`config.mk`:
```
export PLATFORM = sky130hd
export DESIGN_NAME = iors_dev_flat
export DESIGN_NICKNAME = d
export VERILOG_FILES = /design/src/logic/iors_pkg.sv /design/src/logic/iors_bus_if.sv /design/src/logic/iors_dev.sv /design/src/flat_wrapper.sv
export SDC_FILE = /design/constraint.sdc
export NUM_CORES = 1
export LEC_CHECK = 0
export ABC_AREA = 1
export BUFFER_PORTS_ARGS = -buffer_cell sky130_fd_sc_hd__buf_2
export CAP_MARGIN = 40
export CORE_MARGIN = 2
export CORE_UTILIZATION = 60
export DETAILED_ROUTE_END_ITERATION = 8
export PLACE_DENSITY = 0.83
export SLEW_MARGIN = 20
export SYNTH_ARGS = -nofsm -noshare
export SYNTH_HDL_FRONTEND = slang
export SYNTH_SLANG_ARGS = --single-unit
```
`constraint.sdc`:
```
create_clock -name I_CLK_SYS -period 7.44 [get_ports I_CLK_SYS]
set_input_delay 1.488 -clock I_CLK_SYS [delete_from_list [all_inputs] [get_ports I_CLK_SYS]]
set_output_delay 1.488 -clock I_CLK_SYS [all_outputs]
set_load 0.05 [all_outputs]
```
`src/logic/iors_pkg.sv`:
```
package iors_pkg;

  // ****************************************
  // access kinds
  // ****************************************
  typedef enum logic [2:0] {
    OP_IO_READ,
    OP_IO_WRITE,
    OP_DATA_LOAD,
    OP_DATA_STORE,
    OP_SET_SINGLE_IO_BIT,
    OP_CLEAR_SINGLE_IO_BIT,
    OP_SKIP_TEST
  } iors_op_e;

  // ****************************************
  // address windows
  // ****************************************
  localparam logic [7:0] IO_TOP      = 8'h3F;
  localparam logic [7:0] BIT_TOP     = 8'h1F;
  localparam logic [7:0] DATA_IO_OFS = 8'h20;
  localparam logic [7:0] EXT_LOW     = 8'h60;

  // ****************************************
  // i/o register offsets
  // ****************************************
  localparam logic [5:0] R_A_PINS   = 6'h00;
  localparam logic [5:0] R_A_DIR    = 6'h01;
  localparam logic [5:0] R_A_OUT    = 6'h02;
  localparam logic [5:0] R_B_PINS   = 6'h03;
  localparam logic [5:0] R_B_DIR    = 6'h04;
  localparam logic [5:0] R_B_OUT    = 6'h05;
  localparam logic [5:0] R_PULLUP   = 6'h12;
  localparam logic [5:0] R_T0_FLAGS = 6'h15;
  localparam logic [5:0] R_T1_FLAGS = 6'h16;
  localparam logic [5:0] R_PC_FLAGS = 6'h1B;
  localparam logic [5:0] R_EX_FLAGS = 6'h1C;
  localparam logic [5:0] R_EX_MASK  = 6'h1D;
  localparam logic [5:0] R_GP0      = 6'h1E;
  localparam logic [5:0] R_EE_CTRL  = 6'h1F;
  localparam logic [5:0] R_EE_DATA  = 6'h20;
  localparam logic [5:0] R_EE_ALO   = 6'h21;
  localparam logic [5:0] R_EE_AHI   = 6'h22;
  localparam logic [5:0] R_PRESYNC  = 6'h23;
  localparam logic [5:0] R_T0_CTLA  = 6'h25;
  localparam logic [5:0] R_T0_CTLB  = 6'h26;
  localparam logic [5:0] R_T0_CNT   = 6'h27;
  localparam logic [5:0] R_T0_CMP   = 6'h28;
  localparam logic [5:0] R_GP1      = 6'h2A;
  localparam logic [5:0] R_GP2      = 6'h2B;
  localparam logic [5:0] R_SPI_CTL  = 6'h2C;
  localparam logic [5:0] R_SPI_STAT = 6'h2D;
  localparam logic [5:0] R_SPI_DATA = 6'h2E;

  localparam int         EE_TOP_BIT = 8;
  localparam logic [7:0] RESET_VAL  = 8'h00;

  // ****************************************
  // controller apb map
  // ****************************************
  localparam logic [7:0] APB_CMD      = 8'h00;
  localparam logic [7:0] APB_RESULT   = 8'h04;
  localparam logic [7:0] APB_IRQ_STAT = 8'h08;
  localparam logic [7:0] APB_IRQ_CLR  = 8'h0C;
  localparam logic [7:0] APB_IRQ_EN   = 8'h10;
  localparam int CMD_ADDR_LSB = 8;
  localparam int CMD_BIT_LSB  = 16;
  localparam int CMD_OP_LSB   = 20;
  localparam int RES_BIT_POS  = 8;
  localparam int RES_ERR_POS  = 9;
  localparam int RES_BUSY_POS = 16;
  localparam int IRQ_DONE     = 0;
  localparam int IRQ_ERR      = 1;

  // ****************************************
  // map functions
  // ****************************************
  function automatic logic [7:0] defined_bits(input logic [5:0] idx);
    case (idx)
      R_PULLUP:                           return 8'h33;
      R_T0_FLAGS:                         return 8'h03;
      R_T1_FLAGS:                         return 8'h27;
      R_PC_FLAGS, R_EX_FLAGS, R_EX_MASK:  return 8'h03;
      R_EE_CTRL:                          return 8'h3F;
      R_EE_AHI:                           return 8'h01;
      R_PRESYNC:                          return 8'h83;
      R_T0_CTLA:                          return 8'hC3;
      R_T0_CTLB:                          return 8'h87;
      R_SPI_STAT:                         return 8'hC1;
      R_A_PINS, R_A_DIR, R_A_OUT, R_B_PINS, R_B_DIR, R_B_OUT, R_GP0, R_EE_DATA,
      R_EE_ALO, R_T0_CNT, R_T0_CMP, R_GP1, R_GP2, R_SPI_CTL, R_SPI_DATA:
                                          return 8'hFF;
      default:                            return 8'h00;
    endcase
  endfunction

  function automatic logic [7:0] w1c_bits(input logic [5:0] idx);
    case (idx)
      R_T0_FLAGS:             return 8'h03;
      R_T1_FLAGS:             return 8'h27;
      R_PC_FLAGS, R_EX_FLAGS: return 8'h03;
      default:                return 8'h00;
    endcase
  endfunction

  // returns {legal, io index}
  function automatic logic [6:0] decode(input iors_op_e op, input logic [7:0] addr);
    logic [7:0] t;
    logic       ok;
    t = addr - DATA_IO_OFS;
    if (op == OP_DATA_LOAD || op == OP_DATA_STORE) begin
      ok = (addr >= DATA_IO_OFS) && (addr < EXT_LOW);
      return {ok, t[5:0]};
    end
    ok = addr <= IO_TOP;
    if (op == OP_SET_SINGLE_IO_BIT || op == OP_CLEAR_SINGLE_IO_BIT || op == OP_SKIP_TEST) begin
      ok = addr <= BIT_TOP;
    end
    return {ok, addr[5:0]};
  endfunction

endpackage

```
`src/logic/iors_bus_if.sv`:
```
`timescale 1ns/1ps
interface iors_bus_if;
  logic                req;
  iors_pkg::iors_op_e  op;
  logic [7:0]          addr;
  logic [2:0]          bit_sel;
  logic [7:0]          wdata;
  logic                ack;
  logic [7:0]          rdata;
  logic                bit_val;
  logic                err;

  modport dev  (input req, op, addr, bit_sel, wdata, output ack, rdata, bit_val, err);
  modport core (output req, op, addr, bit_sel, wdata, input ack, rdata, bit_val, err);
endinterface

```
`src/logic/iors_dev.sv`:
```
`timescale 1ns/1ps
// Operation
// - software writes zero to reserved bits
// - never write reserved i/o locations
// - bit set/clear only at 0x00-0x1F
// - bit test on lowest 32 locations
// - writing one clears status flags
// - bit set/clear touches only addressed bit
// - direct i/o decodes 0x00-0x3F
// - data-space alias at i/o plus 0x20
// - 0x60-0xFF only through data space; data accesses there are refused
// - eeprom address bits above top ignored
module iors_dev (
  input  wire logic        I_CLK_SYS,
  input  wire logic        I_RESET,
  iors_bus_if.dev          BUS,
  input  wire logic [7:0]  I_PORT_A_PINS,
  input  wire logic [7:0]  I_PORT_B_PINS,
  input  wire logic [1:0]  I_TIMER0_EVENTS,
  input  wire logic [2:0]  I_TIMER1_EVENTS,
  input  wire logic [1:0]  I_PIN_CHANGE_EVENTS,
  input  wire logic [1:0]  I_EXT_IRQ_EVENTS,
  input  wire logic [1:0]  I_SPI_STATUS,
  output logic      [7:0]  O_PORT_A_DIR,
  output logic      [7:0]  O_PORT_A_OUT,
  output logic      [7:0]  O_PORT_B_DIR,
  output logic      [7:0]  O_PORT_B_OUT,
  output logic      [8:0]  O_EEPROM_ADDR,
  output logic      [5:0]  O_EEPROM_CTRL,
  output logic      [7:0]  O_TIMER0_CTRL_A,
  output logic      [7:0]  O_TIMER0_CTRL_B,
  output logic      [7:0]  O_SPI_CTRL,
  output logic             O_EXT_IRQ_PENDING
);

  // ****************************************
  // pin synchronisers
  // ****************************************
  logic [7:0] pin_a_m_q;
  logic [7:0] pin_a_q;
  logic [7:0] pin_b_m_q;
  logic [7:0] pin_b_q;
  logic [1:0] spi_m_q;
  logic [1:0] spi_q;

  always_ff @(posedge I_CLK_SYS) begin
    if (I_RESET) begin
      pin_a_m_q <= 8'h00;
      pin_a_q   <= 8'h00;
      pin_b_m_q <= 8'h00;
      pin_b_q   <= 8'h00;
      spi_m_q   <= 2'h0;
      spi_q     <= 2'h0;
    end else begin
      pin_a_m_q <= I_PORT_A_PINS;
      pin_a_q   <= pin_a_m_q;
      pin_b_m_q <= I_PORT_B_PINS;
      pin_b_q   <= pin_b_m_q;
      spi_m_q   <= I_SPI_STATUS;
      spi_q     <= spi_m_q;
    end
  end

  // ****************************************
  // access decode
  // ****************************************
  logic [7:0] regs_q [0:63];
  logic       ack_q;
  logic       take;
  logic [6:0] dec;
  logic       legal;
  logic [5:0] idx;
  logic       is_wr;
  logic       is_rd;
  logic [7:0] wd;
  logic [7:0] bmask;
  logic [7:0] rv;

  assign take  = BUS.req && !ack_q;
  assign dec   = iors_pkg::decode(BUS.op, BUS.addr);
  assign legal = dec[6];
  assign idx   = dec[5:0];

  always_comb begin
    is_wr = 1'b0;
    is_rd = 1'b0;
    wd    = BUS.wdata;
    bmask = 8'hFF;
    case (BUS.op)
      iors_pkg::OP_IO_WRITE, iors_pkg::OP_DATA_STORE: begin
        is_wr = 1'b1;
      end
      iors_pkg::OP_SET_SINGLE_IO_BIT: begin
        is_wr = 1'b1;
        wd    = 8'hFF;
        bmask = 8'h01 << BUS.bit_sel;
      end
      iors_pkg::OP_CLEAR_SINGLE_IO_BIT: begin
        is_wr = 1'b1;
        wd    = 8'h00;
        bmask = 8'h01 << BUS.bit_sel;
      end
      iors_pkg::OP_IO_READ, iors_pkg::OP_DATA_LOAD, iors_pkg::OP_SKIP_TEST: begin
        is_rd = 1'b1;
      end
      default: begin
        is_rd = 1'b0;
      end
    endcase
  end

  // ****************************************
  // read path
  // ****************************************
  always_comb begin
    case (idx)
      iors_pkg::R_A_PINS:   rv = pin_a_q;
      iors_pkg::R_B_PINS:   rv = pin_b_q;
      iors_pkg::R_SPI_STAT: rv = {spi_q, 5'h00, regs_q[iors_pkg::R_SPI_STAT][0]};
      default:              rv = regs_q[idx] & iors_pkg::defined_bits(idx);
    endcase
  end

  // ****************************************
  // register update
  // ****************************************
  function automatic logic [7:0] next_val(
    input logic [7:0] old,
    input logic [5:0] i,
    input logic       hit,
    input logic [7:0] d,
    input logic [7:0] m,
    input logic [7:0] ev
  );
    logic [7:0] w1c;
    logic [7:0] wm;
    logic [7:0] n;
    w1c = iors_pkg::w1c_bits(i);
    wm  = iors_pkg::defined_bits(i) & ~w1c;
    if (i == iors_pkg::R_A_PINS || i == iors_pkg::R_B_PINS) begin
      wm = 8'h00;
    end
    if (i == iors_pkg::R_SPI_STAT) begin
      wm = 8'h01;
    end
    n = old;
    if (hit) begin
      n = (n & ~(m & wm)) | (d & m & wm);
      n = n & ~(d & m & w1c);
    end
    return n | (ev & w1c);
  endfunction

  logic [7:0] ev_set [0:63];

  always_comb begin
    for (int i = 0; i < 64; i++) begin
      ev_set[i] = 8'h00;
    end
    ev_set[iors_pkg::R_T0_FLAGS] = {6'h00, I_TIMER0_EVENTS};
    ev_set[iors_pkg::R_T1_FLAGS] = {2'h0, I_TIMER1_EVENTS[2], 4'h0, I_TIMER1_EVENTS[0]}
                                   | {5'h00, I_TIMER1_EVENTS[1], 2'h0};
    ev_set[iors_pkg::R_PC_FLAGS] = {6'h00, I_PIN_CHANGE_EVENTS};
    ev_set[iors_pkg::R_EX_FLAGS] = {6'h00, I_EXT_IRQ_EVENTS};
  end

  always_ff @(posedge I_CLK_SYS) begin
    if (I_RESET) begin
      for (int i = 0; i < 64; i++) begin
        regs_q[i] <= iors_pkg::RESET_VAL;
      end
    end else begin
      for (int i = 0; i < 64; i++) begin
        regs_q[i] <= next_val(regs_q[i], 6'(i), take && legal && is_wr && (idx == 6'(i)),
                              wd, bmask, ev_set[i]);
      end
    end
  end

  // ****************************************
  // answer
  // ****************************************
  logic [7:0] rdata_q;
  logic       bit_q;
  logic       err_q;

  always_ff @(posedge I_CLK_SYS) begin
    if (I_RESET) begin
      ack_q   <= 1'b0;
      rdata_q <= 8'h00;
      bit_q   <= 1'b0;
      err_q   <= 1'b0;
    end else begin
      ack_q <= take;
      if (take) begin
        err_q   <= !legal;
        rdata_q <= (legal && is_rd) ? rv : 8'h00;
        bit_q   <= legal && (BUS.op == iors_pkg::OP_SKIP_TEST) && rv[BUS.bit_sel];
      end
    end
  end

  assign BUS.ack     = ack_q;
  assign BUS.rdata   = rdata_q;
  assign BUS.bit_val = bit_q;
  assign BUS.err     = err_q;

  // ****************************************
  // register views
  // ****************************************
  logic [8:0] ee_raw;
  localparam logic [8:0] EE_MASK = 9'((1 << (iors_pkg::EE_TOP_BIT + 1)) - 1);

  assign ee_raw            = {regs_q[iors_pkg::R_EE_AHI][0], regs_q[iors_pkg::R_EE_ALO]};
  assign O_EEPROM_ADDR     = ee_raw & EE_MASK;
  assign O_EEPROM_CTRL     = regs_q[iors_pkg::R_EE_CTRL][5:0];
  assign O_PORT_A_DIR      = regs_q[iors_pkg::R_A_DIR];
  assign O_PORT_A_OUT      = regs_q[iors_pkg::R_A_OUT];
  assign O_PORT_B_DIR      = regs_q[iors_pkg::R_B_DIR];
  assign O_PORT_B_OUT      = regs_q[iors_pkg::R_B_OUT];
  assign O_TIMER0_CTRL_A   = regs_q[iors_pkg::R_T0_CTLA] & iors_pkg::defined_bits(iors_pkg::R_T0_CTLA);
  assign O_TIMER0_CTRL_B   = regs_q[iors_pkg::R_T0_CTLB] & iors_pkg::defined_bits(iors_pkg::R_T0_CTLB);
  assign O_SPI_CTRL        = regs_q[iors_pkg::R_SPI_CTL];
  assign O_EXT_IRQ_PENDING = |(regs_q[iors_pkg::R_EX_FLAGS] & regs_q[iors_pkg::R_EX_MASK]);

endmodule

```
`src/flat_wrapper.sv`:
```
// flat-port wrapper written by rule: the top's interface ports become plain ports
module iors_dev_flat 
  (I_CLK_SYS, I_RESET, I_PORT_A_PINS, I_PORT_B_PINS, I_TIMER0_EVENTS, I_TIMER1_EVENTS, I_PIN_CHANGE_EVENTS, I_EXT_IRQ_EVENTS, I_SPI_STATUS, O_PORT_A_DIR, O_PORT_A_OUT, O_PORT_B_DIR, O_PORT_B_OUT, O_EEPROM_ADDR, O_EEPROM_CTRL, O_TIMER0_CTRL_A, O_TIMER0_CTRL_B, O_SPI_CTRL, O_EXT_IRQ_PENDING, BUS_req, BUS_op, BUS_addr, BUS_bit_sel, BUS_wdata, BUS_ack, BUS_rdata, BUS_bit_val, BUS_err);
  iors_bus_if BUS_i ();
  input  wire logic I_CLK_SYS;
  input  wire logic I_RESET;
  input  wire logic [7:0] I_PORT_A_PINS;
  input  wire logic [7:0] I_PORT_B_PINS;
  input  wire logic [1:0] I_TIMER0_EVENTS;
  input  wire logic [2:0] I_TIMER1_EVENTS;
  input  wire logic [1:0] I_PIN_CHANGE_EVENTS;
  input  wire logic [1:0] I_EXT_IRQ_EVENTS;
  input  wire logic [1:0] I_SPI_STATUS;
  output logic      [7:0] O_PORT_A_DIR;
  output logic      [7:0] O_PORT_A_OUT;
  output logic      [7:0] O_PORT_B_DIR;
  output logic      [7:0] O_PORT_B_OUT;
  output logic      [8:0] O_EEPROM_ADDR;
  output logic      [5:0] O_EEPROM_CTRL;
  output logic      [7:0] O_TIMER0_CTRL_A;
  output logic      [7:0] O_TIMER0_CTRL_B;
  output logic      [7:0] O_SPI_CTRL;
  output logic O_EXT_IRQ_PENDING;
  input wire logic [$bits(BUS_i.req)-1:0] BUS_req;
  input wire logic [$bits(BUS_i.op)-1:0] BUS_op;
  input wire logic [$bits(BUS_i.addr)-1:0] BUS_addr;
  input wire logic [$bits(BUS_i.bit_sel)-1:0] BUS_bit_sel;
  input wire logic [$bits(BUS_i.wdata)-1:0] BUS_wdata;
  output wire logic [$bits(BUS_i.ack)-1:0] BUS_ack;
  output wire logic [$bits(BUS_i.rdata)-1:0] BUS_rdata;
  output wire logic [$bits(BUS_i.bit_val)-1:0] BUS_bit_val;
  output wire logic [$bits(BUS_i.err)-1:0] BUS_err;
  assign BUS_i.req = BUS_req;
  assign BUS_i.op = BUS_op;
  assign BUS_i.addr = BUS_addr;
  assign BUS_i.bit_sel = BUS_bit_sel;
  assign BUS_i.wdata = BUS_wdata;
  assign BUS_ack = BUS_i.ack;
  assign BUS_rdata = BUS_i.rdata;
  assign BUS_bit_val = BUS_i.bit_val;
  assign BUS_err = BUS_i.err;
  iors_dev u_core (.I_CLK_SYS(I_CLK_SYS), .I_RESET(I_RESET), .BUS(BUS_i), .I_PORT_A_PINS(I_PORT_A_PINS), .I_PORT_B_PINS(I_PORT_B_PINS), .I_TIMER0_EVENTS(I_TIMER0_EVENTS), .I_TIMER1_EVENTS(I_TIMER1_EVENTS), .I_PIN_CHANGE_EVENTS(I_PIN_CHANGE_EVENTS), .I_EXT_IRQ_EVENTS(I_EXT_IRQ_EVENTS), .I_SPI_STATUS(I_SPI_STATUS), .O_PORT_A_DIR(O_PORT_A_DIR), .O_PORT_A_OUT(O_PORT_A_OUT), .O_PORT_B_DIR(O_PORT_B_DIR), .O_PORT_B_OUT(O_PORT_B_OUT), .O_EEPROM_ADDR(O_EEPROM_ADDR), .O_EEPROM_CTRL(O_EEPROM_CTRL), .O_TIMER0_CTRL_A(O_TIMER0_CTRL_A), .O_TIMER0_CTRL_B(O_TIMER0_CTRL_B), .O_SPI_CTRL(O_SPI_CTRL), .O_EXT_IRQ_PENDING(O_EXT_IRQ_PENDING));
endmodule
```
# Word-level counts from Yosys, hierarchy flattened

Memory sizes are Yosys's and may differ from the RTL's.
Index checks and enable logic that the tools add are counted.

Memory bits (read-only): 512
Logic and storage cells: 715
Bits in registers: 47
RAM bits: 512
Memories kept: 2

Memory list:

| memory           | words | bits a word | rd ports | clocked after Yosys merged registers in | wr ports | line           | RTL |
|---|---|---|---|---|---|---|---|
| (name not given) | 64    | 8           | 1        | 0                                       | 0        | iors_pkg.sv:79 | `case (idx)` |
| u_core.regs_q    | 64    | 8           | 65       | 0                                       | 64       | iors_dev.sv:67 | `logic [7:0] regs_q [0:63];` |

$lt $le $gt $ge: 5
Shift operators: 1
Equality and inequality tests: 69
Add/subtract/negate cells: 1
Muxes and demuxes: 218
Bitwise gates (word level): 326
Reduce and logical (&&, ||, !) cells: 83

Operator list:

| operator                                                           | number |
|---|---|
| two-way mux 8 bit                                                  | 205 |
| bitwise AND 8 bit                                                  | 171 |
| bitwise OR 8 bit                                                   | 68 |
| == test 6 bit (second input constant)                              | 32 |
| inverter 8 bit                                                     | 19 |
| == test 6 x 5 -> 1 bit (second input constant)                     | 16 |
| logical AND 1 bit                                                  | 71 |
| bitwise OR 1 bit                                                   | 64 |
| == test 6 x 4 -> 1 bit (second input constant)                     | 8 |
| bitwise AND 2 x 8 -> 8 bit                                         | 3 |
| == test 6 x 3 -> 1 bit (second input constant)                     | 4 |
| one-hot mux 8 bit (3 select lines)                                 | 1 |
| one-hot mux 8 bit (2 select lines)                                 | 1 |
| two-way mux 7 bit                                                  | 2 |
| == test 6 x 2 -> 1 bit (second input constant)                     | 2 |
| == test 3 bit (second input constant)                              | 3 |
| greater-or-equal comparator 8 x 6 -> 1 bit (second input constant) | 1 |
| <= comparator 8 x 5 -> 1 bit (second input constant)               | 1 |
| <= comparator 8 x 6 -> 1 bit (second input constant)               | 1 |
| < comparator 8 x 7 -> 1 bit (second input constant)                | 1 |
| two-way mux 1 bit                                                  | 8 |
| OR reduction 8 bit                                                 | 1 |
| << shifter 1 x 3 -> 8 bit (first input constant)                   | 1 |
| == test 3 x 2 -> 1 bit (second input constant)                     | 2 |
| 13 further kinds                                                   | 17 |

# Depth between registers and ports, before layout

Gate-level depths: netlist of run 1.

Depth after elaboration: 13
Depth in mapped cells: 19
Depth with buffers taken out: 18

# Least setup slack after synthesis of run 1

Ideal clock, no wire load.

Path type: input-to-reg
From: in BUS_addr[1]
To: reg u_core.bit_q (netlist: u_core.BUS.bit_val)
Slack: 3.968 ns
Stages: 17
Arrival: 3.339 ns
Required time: 7.307 ns
Buffers on the path: 2
Library setup time: 0.133 ns
Cell sequence: buf_2 > inv_2 > clkbuf_1 > ha_1 > inv_1 > nor2_1 > nand2_1 > nand3_1 > inv_1 > nand3_1 > nand3_1 > nand2_1 > inv_1 > nand3_1 > nand2_1 > nand2_1 > a21oi_1

Longest elaborated chain between the ends: 10
Elaborated cells between the ends (all ways): 21
Those cells by class: add/sub (1); order compare (4); eq/ne (2); mux (7); bitwise (1); reduce/logical (4); memory (2)

Ends and longest elaborated chain:

| element                                 | line               | RTL |
|---|---|---|
| from (decl)                             | flat_wrapper.sv:26 | `input wire logic [$bits(BUS_i.addr)-1:0] BUS_addr;` |
| subtractor 6 bit                        | iors_pkg.sv:110    | `t = addr - DATA_IO_OFS;` |
| two-way mux 7 bit                       | iors_pkg.sv:111    | `if (op == OP_DATA_LOAD \|\| op == OP_DATA_STORE) begin` |
| two-way mux 7 bit (*)                   | iors_pkg.sv:115    | `ok = addr <= IO_TOP;` |
| memory (64 x 8 bit)                     | --                 |  |
| two-way mux 8 bit                       | iors_dev.sv:116    | `case (idx)` |
| bitwise AND 8 bit                       | iors_dev.sv:120    | `default: rv = regs_q[idx] & iors_pkg::defined_bits(idx);` |
| one-hot mux 8 bit (3 select lines)      | iors_dev.sv:116    |  |
| binary-select mux 1 bit (select 3 bit)  | iors_dev.sv:198    | `bit_q <= legal && (BUS.op == iors_pkg::OP_SKIP_TEST) && rv[BUS.bit_sel];` |
| two-way mux 1 bit (not written as such) | iors_dev.sv:198    |  |
| logical AND 1 bit (*)                   | iors_dev.sv:198    |  |
| to (signal assigned)                    | iors_dev.sv:198    |  |
| to (decl)                               | iors_dev.sv:184    | `logic bit_q;` |

Mark *: on every way between the ends. The rest lies on a longest branch, timed or not. The select of a mux whose other input is x is not followed.
A chain may end at the register's enable or synchronous reset.

# Worst setup path after layout of run 1

From: in BUS_addr[0]
To: reg u_core.bit_q (netlist: u_core.BUS.bit_val)

Same word-level chain as after synthesis.

==> flow_summary_export.csv, run 1 <==
group,metric,value,unit
timing,setup_viol,0,
setup_path,path_class,"in -> reg",
layout,n_antenna_cell,0,
global_route,grt_overflow,0,
floorplan,ios,135,
global_route,grt_pass1_vias,8873,
power_and_ir_drop,leakagePower,0.00495,uW
layout,drive_above_1_share,13.4,%
logic_synthesis,netlist_instances,1357,
setup_path,cp-start-kind,"primary input",
clock_tree,cts_inserted_buffers,17,
clock_tree,clock_latency,0.44,ns
worst_hold_path,hp-start,"u_core.pin_a_m_q[6]",
clock_tree,cts_tree,"built",
clock_tree,clkTransAtPathRegs,0.07,ns
timing,fmax,243,MHz
global_route,grt_pass1_wl,46700,microns
routing,first_pass_iters,7,
place,portBuffers,126,
routing,vias,9618,
place,dpl.hpwl,21100,microns
routing,routed_wl,30300,microns
global_route,antenna_found_initial,0,
timing,hold_violations,0,
setup_path,r2r_slack,4.96,ns
logic_synthesis,synth_area,9170,sq um
layout,finalNetCount,1510,
floorplan,coreArea,15100,sq um
setup_path,arrival,4.49,ns
place,place.gp.congestion,1.01,
setup_path,reg2reg_depth,10,
worst_hold_path,holdPathStages,2,
worst_hold_path,min_to,"u_core.pin_a_q[6]",
setup_path,slowest_stage,"inv_1",
floorplan,core.rowCount,45,
clock_tree,postCtsSetupRepairBufs,0,
layout,area_growth_syn_to_layout,14.5,%
power_and_ir_drop,power.density,209,nW/um^2
timing,final.period_utilization,55.4,%
timing,fin_crit,4.12,ns
setup_path,cp_max_fo,63,
routing,drt-initial-drc-count,1116,
timing,skew,0.00750,ns
setup_path,cp_cell_sequence,"buf_2, buf_4, inv_1, buf_8, nor2_1, nand2_1, nand3_1, nand2_1, nand2_1, o21ai_0, nand2_1, nand2_1, nand2_1, nand2_1, a21oi_1, nand2_1, inv_1, nand2_1, a21oi_1",
clock_tree,cts_resized,0,
global_route,grt_use_total,37.1,%
setup_path,path_common_cell,"nand2_1",
routing,vias_per_cell,5.83,
setup_path,end_kind,"flip-flop",
layout,final_common_cell,"nand2_1",
logic_synthesis,ys_seq_area_share,40.6,%
clock_tree,cts_buffer_depth,2,
logic_synthesis,ys_seq_elements,186,
run_status,outcome,"finished clean",
clock_tree,clkSinkCount,186,
logic_synthesis,avgSynthCellArea,6.76,sq um
setup_path,cp.required,7.81,ns
routing,drc,0,
layout,final_area,10500,sq um
floorplan,initial_utilization,60.8,%
setup_path,slowest_delay,0.53,ns
routing,drt-wirelength-per-cell,18.3,microns
timing,slew_violations,0,
timing,slew_headroom,39.5,%
floorplan,die_area,16300,sq um
floorplan,die_y,128,microns
timing,tightest_slew,0.901,ns
timing,rsz0062_at_grt,"no",
logic_synthesis,synth_cell_types,41,
setup_path,r2r_start,"u_core.BUS.ack",
logic_synthesis,yosys_warnings,0,
floorplan,fp.dieW,128,microns
timing,final.setup.tns,0,ns
layout,layout_common_cells,"nand2_1, inv_1, dfxtp_1",
clock_tree,ctsHoldBuffers,0,
worst_hold_path,min_path_type,"reg -> reg",
flow_run,cap_viol_max_count,0,
power_and_ir_drop,peakVddDrop,0.000167,V
clock_tree,cts_root_buffer,"clkbuf_16",
clock_tree,htreeDepth,4,
routing,ant_nets,0,
global_route,grt_max_degree,84,
layout,nFillCells,1284,
place,placed_cell_area,9850,sq um
[layout make-up]
class,count,area [sq um],area share [%]
multi-input combinational,902,4380,41.7
sequential,186,3720,35.5
timing repair buffer,140,781,7.44
inverter,203,764,7.29
clock buffer,18,429,4.09
tap,188,235,2.24
clock inverter,14,185,1.76
[routing by layer]
metal	vias up	GRT usage [%]	part of all wire, %
met5	-	0	0
met4	0	19.9	5.4
met3	128	10.1	10
met2	607	59.4	46
met1	4313	45.6	38
li1	4570	-	-
[worst max-delay path: cells and delay by family]
kind            cells  cell delay (ns)
compound gates      3             0.34
buf+inv             5             1.47
simple gates       11             1.16
[Yosys cell counts]
master	number	area, sq um
nand2_1	296	1110
inv_1	194	728
dfxtp_1	186	3720
o21ai_0	152	761
nor2_1	132	495
a21oi_1	108	541
nand3_1	92	460
clkbuf_1	48	180
o311a_1	22	220
a211oi_1	18	135
buf_2	12	60.1
buf_4	9	67.6
o211ai_1	9	67.6
ha_1	8	100
nand4_1	7	43.8
nor3_1	7	35.0
o21a_1	6	45.0
clkinv_1	5	18.8
o211a_1	5	50.1
nor2_2	4	25.0
nor2_4	4	45.0
a21boi_0	3	22.5
buf_1	3	11.3
inv_2	3	11.3
o21ai_1	3	15.0
or2_2	3	18.8
a211oi_2	2	25.0
a22oi_1	2	15.0
a31oi_1	2	12.5
a21oi_2	1	8.76
buf_6	1	11.3
conb_1	1	3.75
inv_4	1	6.26
nand2_2	1	6.26
nand2_4	1	11.3
nor2_8	1	20.0
nor3_4	1	16.3
o2111ai_1	1	8.76
o21ai_2	1	8.76
o221ai_2	1	15.0
o22ai_1	1	6.26
[cells by family after synthesis]
group | Yosys count | synth area share, %
buffers and inverters | 276 | 11.9
adders and majority gates | 8 | 1.09
AOI/OAI and AO/OA | 337 | 21.3
and+or+nand+nor | 549 | 25.0
DFF | 186 | 40.6
other | 1 | 0.0409
[per-stage QoR]
step / hold slack [ns] / power, uW / worst slack (ns) / instances / util (%)
2_1_floorplan: 0.388 / 1190 / 3.97 / 1364 / -
3_3_place_gp: 0.392 / 1260 / 2.94 / 1614 / 64.9
3_5_place_dp: 0.393 / 1260 / 2.97 / 1618 / 65.3
4_1_cts: 0.400 / 2190 / 3.40 / 1650 / 69.4
5_1_grt: 0.424 / 2260 / 3.08 / 1651 / 69.5
6_report: 0.398 / 2200 / 3.32 / 1651 / 69.5
[power breakdown]
part | switching [uW] | internal (uW)
clock network | 432 | 512
registers | 4.73 | 1010
logic | 182 | 57.3
[how the worst max path moves through the flow]
stage	startpoint	endpoint	depth (start not counted)
2_1_floorplan	BUS_addr[1]	u_core.BUS.bit_val	17
3_3_place_gp	BUS_addr[0]	u_core.BUS.bit_val	15
3_5_place_dp	BUS_addr[0]	u_core.BUS.bit_val	19
4_1_cts	BUS_addr[0]	u_core.BUS.bit_val	19
5_1_grt	BUS_addr[0]	u_core.BUS.bit_val	17
6_report	BUS_addr[0]	u_core.BUS.bit_val	19
Note: power is estimated with default switching activity, not from simulation.
==> run 2, diff against run 1 <==
--- a/config.mk
+++ b/config.mk
@@ -9,9 +9,9 @@
 export BUFFER_PORTS_ARGS = -buffer_cell sky130_fd_sc_hd__buf_2
 export CAP_MARGIN = 40
 export CORE_MARGIN = 2
-export CORE_UTILIZATION = 60
+export CORE_UTILIZATION = 57
 export DETAILED_ROUTE_END_ITERATION = 8
-export PLACE_DENSITY = 0.83
+export PLACE_DENSITY = 0.8
 export SLEW_MARGIN = 20
 export SYNTH_ARGS = -nofsm -noshare
 export SYNTH_HDL_FRONTEND = slang
==> constraint.sdc (replaced) <==
create_clock -name I_CLK_SYS -period 4.3 [get_ports I_CLK_SYS]
set_input_delay 0.86 -clock I_CLK_SYS [delete_from_list [all_inputs] [get_ports I_CLK_SYS]]
set_output_delay 0.86 -clock I_CLK_SYS [all_outputs]
set_load 0.05 [all_outputs]
==> run 2 against run 1 <==
Net effect:
- worst setup slack lost 2.1 ns
- largest power group unchanged
- clock skew grew 0.0046 ns
- clock-buffer cell count shrank 1
- die area grew 5.1%
- clock power grew 69%
- highest routed layer unchanged
- wire length grew 3.2%
- critical path depth shrank 3
==> flow_summary_export.csv, run 2 (synthesis gave the netlist of run 1 again) <==
group,metric,value,unit
power_and_ir_drop,p_seq_share,46.4,%
floorplan,core.rowCount,46,
setup_path,cp-startpoint,"BUS_addr[0]",
worst_hold_path,min_path_type,"reg -> reg",
timing,rsz0062_at_grt,"no",
floorplan,coreArea,15800,sq um
global_route,grt_use_total,37.0,%
global_route,grt_overflow,0,
setup_path,cp-endpoint,"u_core.BUS.bit_val",
power_and_ir_drop,switchingPower,1140,uW
global_route,grt_pass1_vias,8851,
routing,routed_wl,31200,microns
place,place.gp.congestion,1.00,
clock_tree,clock_latency,0.45,ns
timing,setup_viol,0,
timing,hold_violations,0,
floorplan,die_area,17100,sq um
place,portBuffers,126,
timing,fin_crit,3.07,ns
setup_path,cp_max_fo,20,
timing,final.period_utilization,71.4,%
setup_path,cp-start-kind,"primary input",
setup_path,r2r_slack,1.87,ns
flow_run,cap_viol_max_count,0,
power_and_ir_drop,pwr-share-comb,11.4,%
setup_path,cp_cell_sequence,"buf_2, buf_4, ha_1, inv_1, nor2_1, nand2_1, nand3_1, inv_1, nand3_1, nand3_1, nand2_1, inv_1, nand3_1, nand2_1, nand2_1, a21oi_1",
clock_tree,cts_resized,0,
power_and_ir_drop,leakagePower,0.00501,uW
run_status,outcome,"finished clean",
clock_tree,clkTransAtPathRegs,0.07,ns
routing,drc,0,
clock_tree,cts_inserted_buffers,17,
timing,skew,0.0121,ns
floorplan,fp.dieW,131,microns
layout,drive_above_1_share,14.3,%
layout,layout_common_cells,"nand2_1, inv_1, dfxtp_1",
timing,slew_violations,0,
place,dpl.hpwl,21900,microns
routing,ant_nets,0,
layout,area_growth_syn_to_layout,15.6,%
global_route,grt_max_degree,81,
global_route,grt_pass1_wl,47900,microns
routing,drt-wirelength-per-cell,18.4,microns
setup_path,arrival,3.39,ns
power_and_ir_drop,intPower,2640,uW
layout,final_common_cell,"nand2_1",
clock_tree,cts_tree,"built",
floorplan,die_y,131,microns
power_and_ir_drop,power.density,357,nW/um^2
routing,vias_per_cell,5.83,
floorplan,initial_utilization,57.9,%
timing,slew_headroom,47.6,%
setup_path,cp.required,4.62,ns
global_route,antenna_found_initial,0,
layout,nFillCells,1435,
clock_tree,htreeDepth,4,
routing,first_pass_iters,8,
timing,fmax,326,MHz
clock_tree,cts_buffer_depth,2,
layout,finalNetCount,1524,
clock_tree,ctsHoldBuffers,0,
setup_path,slowest_delay,0.36,ns
timing,holdWs,0.403,ns
setup_path,end_kind,"flip-flop",
timing,tightest_slew,0.786,ns
layout,n_antenna_cell,0,
setup_path,cp_top_family,"simple AND/OR/NAND/NOR gates",
setup_path,r2r_start,"u_core.BUS.ack",
setup_path,path_depth,16,
routing,vias,9865,
timing,final.setup.tns,0,ns
clock_tree,postCtsSetupRepairBufs,0,
power_and_ir_drop,peakVddDrop,0.000383,V
power_and_ir_drop,swShare,30.2,%
routing,drt-initial-drc-count,1201,
setup_path,path_class,"in -> reg",
clock_tree,cts_root_buffer,"clkbuf_16",
setup_path,cp_num_buf_inv,5,
setup_path,reg2reg_depth,10,
power_and_ir_drop,pwr-share-clk,42.2,%
floorplan,ios,135,
clock_tree,clkSinkCount,186,
setup_path,slowest_stage,"buf_2",
run 2: worst min-delay path by stage:
stage                                    from           endpoint  slack, ns  depth (start not counted)
final                     u_core.pin_a_m_q[7]  u_core.pin_a_q[7]       0.40                          2
after global routing      u_core.pin_b_m_q[5]  u_core.pin_b_q[5]       0.42                          2
after CTS                 u_core.pin_b_m_q[4]  u_core.pin_b_q[4]       0.41                          2
after detailed placement  u_core.pin_a_m_q[1]  u_core.pin_a_q[1]       0.39                          2
after global placement    u_core.pin_b_m_q[1]  u_core.pin_b_q[1]       0.39                          2
after floorplan           u_core.pin_a_m_q[0]  u_core.pin_a_q[0]       0.39                          2
run 2: layer usage:
| metal | track usage (%) | vias up | part of all wire [%] |
|---|---|---|---|
| li1 | - | 4590 | - |
| met1 | 48.9 | 4532 | 40 |
| met2 | 58.3 | 624 | 45 |
| met3 | 7.00 | 119 | 11 |
| met4 | 17.8 | 0 | 4.9 |
| met5 | 0 | - | 0 |
run 2: power by group through the flow:
stage	Clock [uW]	Combinational, uW	Sequential, uW
floorplan	0	252	1800
global placement	0	405	1790
detailed placement	0	408	1790
CTS	1600	410	1750
global route	1660	462	1760
finish	1600	430	1750
run 2: tightest hold or removal path: stages (launching register included):
cell	delay, ns
dfxtp_1	0.30
inv_1	0.04
nor2_1	0.03
run 2: stage by stage:
| step | cells | setup slack, ns | area [sq um] | total power (uW) | util (%) |
|---|---|---|---|---|---|
| 2_1_floorplan | 1364 | 1.46 | 9190 | 2050 | - |
| 3_3_place_gp | 1659 | 0.830 | 9960 | 2200 | 62.9 |
| 3_5_place_dp | 1660 | 0.863 | 9980 | 2200 | 63.1 |
| 4_1_cts | 1692 | 1.32 | 10600 | 3760 | 66.8 |
| 5_1_grt | 1693 | 1.08 | 10600 | 3880 | 67.0 |
| 6_report | 1693 | 1.23 | 10600 | 3780 | 67.0 |
run 2: area by class of cell:
cell class | instances | area [sq um] | area share, %
timing repair buffer | 154 | 873 | 8.24
clock inverter | 15 | 166 | 1.57
inverter | 203 | 764 | 7.21
sequential | 186 | 3720 | 35.1
tap | 216 | 270 | 2.55
multi-input combinational | 902 | 4380 | 41.3
clock buffer | 17 | 425 | 4.01
==> run 3, diff against run 2 <==
--- a/config.mk
+++ b/config.mk
@@ -5,13 +5,13 @@
 export SDC_FILE = /design/constraint.sdc
 export NUM_CORES = 1
 export LEC_CHECK = 0
-export ABC_AREA = 1
+export ABC_AREA = 0
 export BUFFER_PORTS_ARGS = -buffer_cell sky130_fd_sc_hd__buf_2
 export CAP_MARGIN = 40
 export CORE_MARGIN = 2
-export CORE_UTILIZATION = 57
+export CORE_UTILIZATION = 52
 export DETAILED_ROUTE_END_ITERATION = 8
-export PLACE_DENSITY = 0.8
+export PLACE_DENSITY = 0.77
 export SLEW_MARGIN = 20
 export SYNTH_ARGS = -nofsm -noshare
 export SYNTH_HDL_FRONTEND = slang
==> constraint.sdc (replaced) <==
create_clock -name I_CLK_SYS -period 2.7 [get_ports I_CLK_SYS]
set_input_delay 0.54 -clock I_CLK_SYS [delete_from_list [all_inputs] [get_ports I_CLK_SYS]]
set_output_delay 0.54 -clock I_CLK_SYS [all_outputs]
set_load 0.05 [all_outputs]
==> run 3 against run 2 <==
Net effect:
- clock power grew 64%
- clock skew grew 0.00072 ns
- register-to-register slack lost 1.4 ns
- wire length shrank 3.6%
- first-iteration DRC count shrank 18%
- worst hold slack lost 0.11 ns
- synthesized cell count shrank 22%
- largest power group unchanged
- combinational power grew 76%
- sequential power grew 59%
- area after synthesis shrank 0.64%
- worst setup slack lost 0.96 ns
==> flow_summary_export.csv, run 3 <==
group,metric,value,unit
clock_tree,clkTransAtPathRegs,0.08,ns
setup_path,reg2reg_depth,9,
setup_path,path_class,"in -> reg",
setup_path,cp.required,3.08,ns
logic_synthesis,synth.area.top_cells,"dfxtp_1, mux2i_1, nor2_1, a21oi_1, nor2b_1",
layout,finalNetCount,1323,
routing,drt-wirelength-per-cell,20.0,microns
routing,drc,0,
place,place.gp.congestion,1.05,
clock_tree,clkSinkCount,186,
layout,area_growth_syn_to_layout,25.2,%
floorplan,die_y,136,microns
clock_tree,cts_tree,"built",
setup_path,cp_max_fo,10,
clock_tree,cts_root_buffer,"clkbuf_16",
power_and_ir_drop,pwr-share-clk,42.4,%
logic_synthesis,synthTopCellsByCount,"dfxtp_1, nor2_1, mux2i_1",
timing,hold_violations,0,
timing,fin_crit,2.43,ns
layout,final_common_cell,"dfxtp_1",
floorplan,die_area,18600,sq um
timing,tightest_slew,0.814,ns
floorplan,fp.dieW,136,microns
setup_path,slowest_delay,0.46,ns
logic_synthesis,ys_seq_area_share,40.9,%
setup_path,arrival,2.82,ns
routing,first_pass_iters,6,
routing,drt-initial-drc-count,980,
floorplan,core.rowCount,48,
routing,routed_wl,30100,microns
setup_path,path_common_cell,"o21ai_1",
layout,drive_above_1_share,25.5,%
clock_tree,cts_resized,0,
setup_path,slowest_stage,"mux4_2",
clock_tree,cts_buffer_depth,2,
logic_synthesis,synth-async-reset-ratio,0,%
routing,vias,8889,
clock_tree,htreeDepth,4,
timing,setup_viol,0,
logic_synthesis,avgSynthCellArea,8.55,sq um
power_and_ir_drop,intPower,4410,uW
global_route,grt_pass1_vias,8156,
clock_tree,ctsHoldBuffers,0,
logic_synthesis,synth_cell_types,70,
power_and_ir_drop,p_seq_share,45.3,%
logic_synthesis,netlist_instances,1065,
logic_synthesis,synth_edf_count,0,
timing,holdWs,0.294,ns
logic_synthesis,synthFlopType,"dfxtp_1",
logic_synthesis,synth_top_area_cell,"dfxtp_1",
global_route,grt_use_total,32.7,%
routing,vias_per_cell,5.92,
place,dpl.hpwl,21800,microns
clock_tree,cts_inserted_buffers,17,
logic_synthesis,synth_most_common_cell,"dfxtp_1",
power_and_ir_drop,swShare,28.5,%
power_and_ir_drop,power.density,541,nW/um^2
setup_path,r2r_slack,0.46,ns
floorplan,initial_utilization,52.8,%
place,portBuffers,126,
worst_hold_path,min_path_type,"in -> reg",
timing,skew,0.0128,ns
global_route,grt_max_degree,110,
global_route,grt_pass1_wl,46200,microns
power_and_ir_drop,switchingPower,1760,uW
setup_path,cp_top_family,"compound AO/OA/AOI/OAI gates",
floorplan,ios,135,
timing,rsz0062_at_grt,"no",
setup_path,cp_cell_sequence,"buf_2, inv_1, ha_1, mux4_2, or2_1, o31ai_1, o21ai_1, a2111oi_1, a211oi_1, o21ai_1",
layout,final_util,66.2,%
floorplan,coreArea,17200,sq um
layout,layout_common_cells,"dfxtp_1, nor2_1, buf_4",
global_route,grt_overflow,0,
timing,slew_headroom,45.7,%
logic_synthesis,yosysTopAreaCellShare,40.9,%
setup_path,end_kind,"flip-flop",
flow_run,cap_viol_max_count,0,
logic_synthesis,yosys_warnings,0,
routing,ant_nets,0,
run_status,outcome,"finished clean",
clock_tree,postCtsSetupRepairBufs,0,
timing,fmax,411,MHz
logic_synthesis,ys_seq_elements,186,
setup_path,r2r_start,"u_core.BUS.ack",
timing,final.period_utilization,90.2,%
power_and_ir_drop,pwr-share-comb,12.2,%
clock_tree,clock_latency,0.45,ns
worst_hold_path,min_to,"u_core.pin_b_m_q[2]",
setup_path,cp_num_buf_inv,2,
worst_hold_path,holdPathStages,2,
power_and_ir_drop,peakVddDrop,0.000445,V
worst_hold_path,hp-start,"I_PORT_B_PINS[2]",
layout,n_antenna_cell,0,
power_and_ir_drop,leakagePower,0.00491,uW
setup_path,cp-start-kind,"primary input",
logic_synthesis,synth_area,9110,sq um
global_route,antenna_found_initial,0,
timing,slew_violations,0,
run 3: cells by family after synthesis:
logic type	synth area share [%]
buf+inv	5.37
compound gates	16.0
fa+ha+maj	1.10
xor+xnor	0.289
mux	16.3
flops	40.9
simple gates	20.0
other cells	0.0412
run 3: worst max-delay path by stage:
| stage | from | to | cells past startpoint |
|---|---|---|---|
| finish | BUS_addr[1] | u_core.BUS.bit_val | 10 |
| detailed placement | BUS_addr[1] | u_core.BUS.bit_val | 10 |
| global placement | BUS_addr[1] | u_core.BUS.bit_val | 10 |
| CTS | BUS_addr[1] | u_core.BUS.bit_val | 10 |
| global route | BUS_addr[1] | u_core.BUS.bit_val | 10 |
| floorplan | BUS_addr[0] | u_core.BUS.bit_val | 12 |
run 3: power groups by stage:
stage / Clock [uW] / Sequential, uW / Combinational (uW)
2_1_floorplan: 0 / 2860 / 401
3_3_place_gp: 0 / 2860 / 727
3_5_place_dp: 0 / 2860 / 733
4_1_cts: 2640 / 2790 / 736
5_1_grt: 2740 / 2800 / 799
6_report: 2620 / 2790 / 755
run 3: through the flow:
step / setup WS [ns] / area, sq um / std cells / power (uW) / TNS [ns]
global route: 0.0602 / 11400 / 1501 / 6340 / 0
CTS: 0.296 / 11400 / 1501 / 6170 / 0
finish: 0.266 / 11400 / 1501 / 6170 / 0
detailed placement: -0.160 / 10800 / 1469 / 3590 / -0.190
global placement: -0.135 / 10800 / 1467 / 3580 / -0.137
floorplan: 0.00133 / 9140 / 1072 / 3260 / 0
run 3: layout make-up:
class	count	area, sq um
Timing Repair Buffer	271	1810
Multi-Input combinational cell	772	4920
Clock inverter	14	171
Clock buffer	18	439
Fill cell	1415	5830
Inverter	15	57.6
Sequential cell	186	3720
Tap cell	225	282
run 3: per-layer routing:
metal / global-route usage (%) / share of wire, %
met5: 0 / 0
met4: 12.2 / 3.0
met3: 6.71 / 8.6
met2: 48.5 / 44
met1: 46.8 / 45
run 3: worst register-to-register path, delay by kind of cell (launching register included):
kind | cells | cell delay [ns]
flip-flops | 1 | 0.30
AND/OR/NAND/NOR | 6 | 1.25
buffers and inverters | 2 | 0.35
multiplexers | 1 | 0.19
